`src/design/mux_adc_pkg.sv`:
```
/*
 * constants and carrier types for the multiplexed converter host interface.
 * assumes a single 40 MHz clock; all bus inputs arrive synchronous to it.
 */
// Function
// - select bits share low data lines
// - conversion starts only by write pulse
// - write falling edge raises done line
// - write rising edge latches select, starts
// - read low during write keeps configuration
// - conversion end latches result, done low
// - chip select and read drive result
// - done stays low until read or write
// - negative difference gives all zeros code
// - bit2 low differential, bit1 picks pair
// - bit0 swaps differential pair polarity
// - single ended against analog ground
// - pseudo differential referenced to input four
// - unsigned eight bit code, 256 steps
package mux_adc_pkg;
	localparam int clock_mhz = 40;
	localparam int conv_time_us = 40;
	// longest time rounds down
	localparam int conv_cycles = conv_time_us * clock_mhz;
	localparam int read_wait_ns = 600;
	localparam int read_wait_cycles = (read_wait_ns * clock_mhz + 999) / 1000;
	localparam int data_width = 8;
	localparam int sel_width = 4;
	localparam int sar_steps = 8;
	// cycles per successive approximation step
	localparam int step_cycles = conv_cycles / sar_steps;
	localparam logic [10:0] step_last = 11'(step_cycles - 1);
	localparam logic [7:0] result_reset = 8'h00;
	localparam logic [3:0] sel_reset = 4'h4;
	// first trial code and first bit under trial of a conversion
	localparam logic [7:0] trial_start = 8'h80;

	// analog input index codes for the mux
	localparam logic [2:0] in_none = 3'h0;
	localparam logic [2:0] in_1 = 3'h1;
	localparam logic [2:0] in_2 = 3'h2;
	localparam logic [2:0] in_3 = 3'h3;
	localparam logic [2:0] in_4 = 3'h4;
	localparam logic [2:0] in_gnd = 3'h5;

	typedef enum logic [2:0] {
		st_idle = 3'b001,
		st_arm = 3'b010,
		st_conv = 3'b100
	} conv_state_t;

	// decoded mux assignment
	typedef struct packed {
		logic [2:0] pos;
		logic [2:0] neg;
		logic valid;
	} mux_route_t;

	// host bus strobes, all active low
	typedef struct packed {
		logic cs_n;
		logic wr_n;
		logic rd_n;
	} bus_ctl_t;
endpackage

```
`src/design/mux_adc_host_interface.sv`:
```
/*
 * digital control of an 8-bit successive approximation converter with a
 * four input multiplexer and a microprocessor style strobe interface.
 * assumes the analog front end supplies the comparator decision for the
 * current trial code and reads back the chosen inputs; the data lines are
 * resolved by the surroundings from bus_data_oe.
 */
`timescale 1ns/1ps
module mux_adc_host_interface
	import mux_adc_pkg::*;
(
	// clock and reset
	input wire logic clock,
	input wire logic nrst,
	// host bus strobes
	input wire bus_ctl_t bus_ctl,
	// shared data lines, split
	input wire logic [7:0] bus_data_in,
	output logic [7:0] bus_data_out,
	output logic bus_data_oe,
	// done flag, active low
	output logic conversion_done_n,
	// analog front end
	input wire logic comparator_high,
	output logic [7:0] trial_code,
	output logic [2:0] mux_pos,
	output logic [2:0] mux_neg,
	output logic sampling
);
	// reset synchroniser
	logic rst_meta;
	logic rst_sync_n;

	// strobe history for edges
	logic wr_prev;
	// read held low through the whole write
	logic rd_low_all;
	// latched select nibble
	logic [3:0] sel;
	// output latch for the last finished code
	logic [7:0] result;
	// approximation register and bit under trial
	logic [7:0] sar;
	logic [7:0] sar_bit;
	// cycles within the current step
	logic [10:0] step_cnt;
	// sequencer state
	conv_state_t state;

	// decode a select nibble into a mux route
	function automatic mux_route_t decode_sel(input logic [3:0] s);
		mux_route_t r;
		r = '{pos: in_none, neg: in_none, valid: 1'b0};
		if (!s[2]) begin
			// differential, bit3 ignored
			if (!s[1]) begin
				r.pos = s[0] ? in_2 : in_1;
				r.neg = s[0] ? in_1 : in_2;
			end else begin
				r.pos = s[0] ? in_4 : in_3;
				r.neg = s[0] ? in_3 : in_4;
			end
			r.valid = 1'b1;
		end else if (!s[3]) begin
			// single ended against ground
			r.pos = 3'(s[1:0] + 2'h0) + in_1;
			r.neg = in_gnd;
			r.valid = 1'b1;
		end else if (s[1:0] != 2'h3) begin
			// pseudo differential
			r.pos = 3'(s[1:0]) + in_1;
			r.neg = in_4;
			r.valid = 1'b1;
		end
		return r;
	endfunction

	// decoded strobes
	wire logic wr_fall = wr_prev && !bus_ctl.wr_n;
	wire logic wr_rise = !wr_prev && bus_ctl.wr_n;
	// write edges count only with chip select low
	wire logic write_rise = wr_rise && !bus_ctl.cs_n;
	wire logic write_fall = wr_fall && !bus_ctl.cs_n;
	// host reading the result
	wire logic read_active = !bus_ctl.cs_n && !bus_ctl.rd_n;
	// select bits taken from the low data lines
	wire mux_route_t new_route = decode_sel(bus_data_in[3:0]);
	// load a valid select unless read was low through the whole write or at its release
	wire logic load_sel = write_rise && bus_ctl.rd_n && !rd_low_all && new_route.valid;
	// route currently applied to the mux
	wire mux_route_t cur_route = decode_sel(sel);
	// end of one approximation step
	wire logic step_done = (step_cnt == step_last);
	// keep or drop the bit under trial
	wire logic [7:0] next_sar = comparator_high ? sar : (sar & ~sar_bit);
	// last step of the last bit
	wire logic conv_end = (state == st_conv) && step_done && sar_bit[0];

	// release reset through two flops
	always_ff @(posedge clock or negedge nrst) begin
		if (!nrst) begin
			rst_meta <= 1'b0;
			rst_sync_n <= 1'b0;
		end else begin
			rst_meta <= 1'b1;
			rst_sync_n <= rst_meta;
		end
	end

	// strobe history and read-held tracking
	always_ff @(posedge clock or negedge rst_sync_n) begin
		if (!rst_sync_n) begin
			wr_prev <= 1'b1;
			rd_low_all <= 1'b0;
		end else begin
			wr_prev <= bus_ctl.wr_n;
			if (wr_fall) begin
				// read level at the start of the write
				rd_low_all <= !bus_ctl.rd_n;
			end else if (!bus_ctl.wr_n && bus_ctl.rd_n) begin
				// read seen high during the low period
				rd_low_all <= 1'b0;
			end
		end
	end

	// configuration latch
	always_ff @(posedge clock or negedge rst_sync_n) begin
		if (!rst_sync_n) begin
			sel <= sel_reset;
		end else if (load_sel) begin
			sel <= bus_data_in[3:0];
		end
	end

	// conversion sequencer
	always_ff @(posedge clock or negedge rst_sync_n) begin
		if (!rst_sync_n) begin
			state <= st_idle;
			sar <= trial_start;
			sar_bit <= trial_start;
			step_cnt <= 11'h000;
		end else begin
			case (state)
				st_idle: begin
					// waits for a write to arm
					if (write_fall) begin
						state <= st_arm;
					end
				end
				st_arm: begin
					// wait for write release
					if (write_rise) begin
						state <= st_conv;
						sar <= trial_start;
						sar_bit <= trial_start;
						step_cnt <= 11'h000;
					end
				end
				st_conv: begin
					if (write_fall) begin
						// a new write restarts the sequence
						state <= st_arm;
					end else if (step_done) begin
						// one binary step per slot
						step_cnt <= 11'h000;
						sar_bit <= sar_bit >> 1;
						sar <= next_sar | (sar_bit >> 1);
						if (sar_bit[0]) begin
							state <= st_idle;
						end
					end else begin
						// count through the step
						step_cnt <= step_cnt + 11'h001;
					end
				end
				default: begin
					// illegal code recovers to idle
					state <= st_idle;
				end
			endcase
		end
	end

	// result latch and done flag
	always_ff @(posedge clock or negedge rst_sync_n) begin
		if (!rst_sync_n) begin
			result <= result_reset;
			conversion_done_n <= 1'b1;
		end else begin
			// latch the final code
			if (conv_end) begin
				result <= next_sar;
			end
			// completion wins over a clearing strobe
			if (conv_end) begin
				conversion_done_n <= 1'b0;
			end else if (write_fall || read_active) begin
				conversion_done_n <= 1'b1;
			end
		end
	end

	// registered bus and analog outputs
	always_ff @(posedge clock or negedge rst_sync_n) begin
		if (!rst_sync_n) begin
			bus_data_out <= result_reset;
			bus_data_oe <= 1'b0;
			trial_code <= trial_start;
			mux_pos <= in_none;
			mux_neg <= in_none;
			sampling <= 1'b0;
		end else begin
			// data and enable trail the strobes by one cycle
			bus_data_out <= conv_end && read_active ? next_sar : result;
			bus_data_oe <= read_active;
			// front end sees the trial code and the route
			trial_code <= sar;
			mux_pos <= cur_route.pos;
			mux_neg <= cur_route.neg;
			sampling <= (state == st_conv);
		end
	end
endmodule

```
`config.mk`:
```
export PLATFORM = sky130hd
export DESIGN_NAME = mux_adc_host_interface
export DESIGN_NICKNAME = d
export VERILOG_FILES = /design/src/design/mux_adc_pkg.sv /design/src/design/mux_adc_host_interface.sv
export SDC_FILE = /design/constraint.sdc
export NUM_CORES = 1
export LEC_CHECK = 0
export BUFFER_PORTS_ARGS = -buffer_cell sky130_fd_sc_hd__buf_2
export CAP_MARGIN = 5
export CELL_PAD_IN_SITES_DETAIL_PLACEMENT = 2
export CELL_PAD_IN_SITES_GLOBAL_PLACEMENT = 2
export CORE_UTILIZATION = 35
export CTS_BUF_LIST = sky130_fd_sc_hd__clkbuf_4
export DETAILED_ROUTE_END_ITERATION = 7
export PLACE_DENSITY = 0.78
export SLEW_MARGIN = 20
export SYNTH_ARGS = -nofsm -noshare
export SYNTH_HDL_FRONTEND = slang
export SYNTH_SLANG_ARGS = --single-unit
```
`constraint.sdc`:
```
create_clock -name clock -period 1.95 [get_ports clock]
set_input_delay 0.2925 -clock clock [delete_from_list [all_inputs] [get_ports clock]]
set_output_delay 0.2925 -clock clock [all_outputs]
set_load 0.005 [all_outputs]
```
Word level (Yosys, flattened, before mapping)
Index checks and enable logic that the tools add are counted.
Cells by class
  reductions and logical operators: 24
  equal/unequal tests: 12
  mux-type cells: 34
  bitwise operators: 3
  add/subtract/negate cells: 2
Operators with widths (count)
  $mux 8: 7
  $mux 11: 3
  $pmux 8 s2: 2
  $pmux 11 s2: 1
  $mux 3: 7
  $mux 7: 3
  $logic_and 1x1->1: 12
  $ne 2x2->1 const B: 6
  $add 11x1->11 const B: 1
  $eq 11x8->1 const B: 1
  $pmux 3 s3: 1
  $and 8x8->8: 1
  $not 8->8: 1
  $or 8x7->8: 1
  $reduce_and 4->1: 2
  $mux 1: 7
  $mux 6: 1
  $ne 3x3->1 const B: 2
  $reduce_bool 2->1: 3
  $logic_not 1->1: 5
  $mux 2: 2
  $add 2x1->3 const B: 1
  $eq 3x1->1 const B: 1
  $eq 3x2->1 const B: 1
  3 further kinds: 3
Storage, ports and cells
  bits of input ports: 14
  flip-flop bits (word level): 71

Logic depth before layout (Yosys ltp)
  depth after elaboration: 7
  mapped depth: 8
  gate-level depth less buffers: 7

Worst setup path before layout
OpenSTA, ideal clock, no wires.
  path type: register to register
  start: register step_cnt[8]
  end: register sar[6]
  arrival time: 1.975 ns
  setup time: 0.126 ns
  setup slack: -0.151 ns
  cell stages (with the launch flop): 6
  clock period less this slack: 2.101 ns
  path buffers: 1
  cells stage by stage: dfrtp_1 or4_4 o31ai_4 o211ai_4 buf_6 a221o_1
On the way
  word-level cells in the longest chain between the ends: 3
Ends and longest elaborated chain
  from (decl): RTL line mux_adc_host_interface.sv:46  | logic [10:0] step_cnt;
  from (signal assigned): RTL line mux_adc_host_interface.sv:174  | step_cnt <= step_cnt + 11'h001;
  $eq 11x8->1: RTL line mux_adc_host_interface.sv:93  | wire logic step_done = (step_cnt == step_last);
  $ne 2x2->1 (no source line)
  $reduce_and 4->1 (no source line)
  to (signal assigned): RTL line mux_adc_host_interface.sv:140  | sar <= trial_start;
  to (signal assigned): RTL line mux_adc_host_interface.sv:155  | sar <= trial_start;
  to (signal assigned): RTL line mux_adc_host_interface.sv:168  | sar <= next_sar | (sar_bit >> 1);
  to (decl): RTL line mux_adc_host_interface.sv:43  | logic [7:0] sar;
No other way between the ends.
A chain may end at the register's enable or synchronous reset.

Worst setup path in the final report
  start: register step_cnt[9]
  end: register sar[4]
Same word-level chain as after synthesis.

==> results.txt <==
----------------------------------------------------
[Synth]
  Flops & latches, synth ... 71
  Unique cell type count in the Yosys netlist ... 43
  Main synth FF type ... sky130_fd_sc_hd__dfrtp_1
  Count of flip-flops with a built-in enable after synthesis ... 0
  Synthesized-area fraction occupied by xor and xnor cells ... 0%
  Syn Inst Count ... around 260
  Register area share after synthesis ... 61.4%
  Synthesized area divided by synthesized cell count ... roughly 11 um^2
  Complex-gate fraction of the synthesized area ... 20.1%
  Combinational family with the most area after synthesis ... compound AO/OA/AOI/OAI gates
  Adder and majority cell fraction of the synthesized area ... 1.29%
  Fraction of the mapped netlist area in simple logic gates ... 13.9%
  Post-synth ARST share ... 100%
  Share of cell area taken by muxes after synthesis ... 0%
  Yosys warning count ... 0
  Net Count, Synth ... around 280
  Cell area after technology mapping ... 0.00291 mm^2

[Global route]
  Antenna violations before repair ... 0
  Maximum number of pins on one net before global-route repair ... between 40 and 50
  Overall global routing resource usage ... 19.8%
  Number of global-route vias before repair ... 2604
  Gr ovfl total ... 0
  First-pass GRT wire length ... between 10000 and 15000 um

[Detailed routing]
  DRT met1 WL ... 3490 um
  DRC errors left ... 0
  Met2 Routed Length ... approximately 4400 um
  Routed length per instance ... 18.9 um
  Met3 layer wire length in the routed design ... 272 um
  Post-route ant nets ... 0
  1st-iter DRT viols ... between 60 and 70
  Via-per-instance ratio ... approximately 5.4
  Vias after detailed routing ... about 2400
  Total detailed-routing wirelength ... 8300 um
  Max layer used ... met4
  Iteration count of the initial detailed-routing pass ... 4

[Timing]
  Final Hold Violating Endpoints ... 0
  Maximum operating frequency ... 0.497 GHz
  Minimum clock period ... 2.01 ns
  Number of max-slew violations in the final report ... 0
  Least-Margin Pin Slew ... 0.583 ns
  Setup Skew ... 0.0160 ns
  Worst path setup slack after routing ... -0.0632 ns
  Unrepaired setup endpoints after global routing ... true
  Worst relative slew slack ... 60.7%
  Finish-stage setup viols ... 23
  Total negative setup slack ... -0.795 ns
  Ratio of final minimum period to clock period ... 103%

[Pwr]
  Net switching power ... 0.834 mW
  Fraction of power consumed by combinational cells ... around 8.6%
  Relative contribution of sequential cells to total power ... 53.7%
  Switch share ... 27.2%
  Pleak ... 1.71 nW
  Clock share of power ... 37.8%
  Power per Cell Area ... just over 800 mW/mm^2
  Peak supply drop ... 0.403 mV
  Internal power ... 2.23 mW

[Run status]
  Run status ... complete, but fails checks
  Violations in the final reports ... negative setup slack

[Cells and area]
  Most frequent cells in the layout ... sky130_fd_sc_hd__dfrtp_1 (63), sky130_fd_sc_hd__buf_2 (35), sky130_fd_sc_hd__buf_4 (24)
  Post-Layout Cell Count ... 440
  Diodes inserted ... 0
  Share of final-layout standard cells stronger than drive strength 1 ... 40.5%
  Most common cell after layout, fill and taps aside ... sky130_fd_sc_hd__dfrtp_1
  Number of nets in the final layout ... 350
  Fillcell total ... about 820
  Area Growth Syn to Fin ... 29.9%

[Clocking]
  Maximum root-to-sink buffer count ... 2
  Number of buffers created by CTS ... 9
  Clock sink total ... 71
  Clock transition at the registers of the reported paths ... 0.13 ns
  Clk root buf ... sky130_fd_sc_hd__clkbuf_4
  CTS tree ... yes
  Worst-Skew Late Latency ... 0.44 ns
  Number of H-tree branching levels ... 3

[Floorplan]
  Die Area ... 0.00868 mm^2
  Row count ... 32
  Die W ... between 90 and 100 um
  Ports placed on the boundary ... 39
  Initial cell density of the core ... 36.9%
  Die Span Y ... 93.2 um
  Core area ... 0.00789 mm^2

[Hold path]
  Worst min-delay path class ... input port to register

[Setup path]
  Required time at the worst-slack endpoint ... around 2.3 ns
  Kind of critical path ... register to register
  Number of buffers and inverters on the critical path ... 0
  Maximum fanout along the worst path ... 8
  Kind of start point of the critical path ... register
  Crit path arrival time ... 2.35 ns
  Type of destination of the critical path ... register
  Cell with the largest stage delay on the worst path ... sky130_fd_sc_hd__or4_4
  Largest stage delay on the critical path ... 0.58 ns
  Register-to-register setup slack ... -0.06 ns
  Cell class contributing the biggest share of worst-path delay ... compound AO/OA/AOI/OAI gates
  Crit path cell chain ... or4_4 > o31ai_4 > o211ai_4 > a221o_2

[Placed design]
  Placed instance count ... 413
  Count of input and output buffers ... 34
  Final HPWL DP ... 5140 um
  Weighted congestion reported at the end of routability-driven placement ... around 0.75

[Run]
  Max-cap violations ... 0

----------------------------------------------------
routing by layer:
layer  track usage (%)  up-vias
met5                 0        -
met4              8.21        0
met3              5.85       12
met2              33.6       53
met1              23.3     1235
li1                  -     1087
power groups by stage:
| stage | combinational [mW] | sequential [mW] | clock [mW] |
|---|---|---|---|
| 2_1_floorplan | 0.106 | 1.68 | 0 |
| 3_3_place_gp | 0.233 | 1.67 | 0 |
| 3_5_place_dp | 0.254 | 1.67 | 0 |
| 4_1_cts | 0.267 | 1.65 | 1.19 |
| 5_1_grt | 0.297 | 1.66 | 1.23 |
| 6_report | 0.262 | 1.65 | 1.16 |
cells in the mapped netlist (6+ instances only):
cell / count / area share, %
sky130_fd_sc_hd__nand2_1: 28 / 3.6
sky130_fd_sc_hd__dfrtp_1: 64 / 55
sky130_fd_sc_hd__a221o_2: 6 / 2.3
sky130_fd_sc_hd__clkbuf_1: 6 / 0.77
sky130_fd_sc_hd__dfstp_2: 7 / 6.3
sky130_fd_sc_hd__nor2_1: 20 / 2.6
sky130_fd_sc_hd__nand3_1: 9 / 1.5
sky130_fd_sc_hd__a21oi_1: 8 / 1.4
sky130_fd_sc_hd__a22o_2: 7 / 2.4
sky130_fd_sc_hd__o21ai_0: 37 / 6.4
sky130_fd_sc_hd__a31oi_1: 9 / 1.9
sky130_fd_sc_hd__inv_1: 13 / 1.7
final timing paths:
kind                             startpoint     endpoint  depth (start not counted)
worst min-delay path             bus_ctl[0]   rd_low_all                          2
worst max-delay path            step_cnt[9]       sar[4]                          4
worst min register to register   rst_sync_n  step_cnt[9]                          1
min in group asynchronous              nrst   rst_sync_n                          2
worst max register to register  step_cnt[9]       sar[4]                          4
max in group asynchronous        rst_sync_n       sar[7]                          1
worst reg2reg max path: cells and delay by family, from the launching register on:
| kind | cells | cell delay, ns |
|---|---|---|
| DFF | 1 | 0.41 |
| and+or+nand+nor | 1 | 0.58 |
| AOI/OAI and AO/OA | 3 | 0.93 |
cells by family after synthesis:
family / after synthesis
AO/OA/AOI/OAI: 84
AND/OR/NAND/NOR: 80
flip-flops: 71
buffers and inverters: 22
adder cells (fa/ha/maj): 3
other: 1
metrics by stage:
stage | total power, mW | setup slack, ns | utilization [%] | hold slack [ns] | area, um^2
global route | 3.19 | -0.130 | 47.9 | 0.0180 | 3780
finish | 3.07 | -0.0632 | 47.9 | 0.0423 | 3780
CTS | 3.11 | -0.0679 | 45.7 | 0.00360 | 3600
detailed placement | 1.93 | -0.0725 | 42.6 | 0.0785 | 3360
floorplan | 1.78 | -0.0764 | - | -0.00309 | 2910
global placement | 1.90 | 0.000482 | 42.6 | 0.0781 | 3360
state kept, by name, summed over array words and instances, names as in the netlist, 3 cells and up:
register / cells
sar: 8
step_cnt: 11
mux_neg: 3
sar_bit: 8
mux_pos: 3
result: 8
trial_code: 8
state: 3
sel: 4
bus_data_out: 8
repair_timing:
action	CTS	global route
endpoints found under the setup margin	21	37
cloned	0	3
endpoints found under the hold margin	3	0
hold buffers	2	0
setup buffers	2	4
pin swaps	0	19
gates resized for setup	8	46
cell type report:
cell class                 instances  area [um^2]  area share (%)
tap                              102          128            3.38
clock inverter                     7          105            2.78
inverter                          14         57.6            1.52
timing repair buffer              68          463            12.3
sequential                        71         1790            47.3
clock buffer                       9         67.6            1.79
multi-input combinational        169         1170            31.0
(Power assumes the default switching activity.)
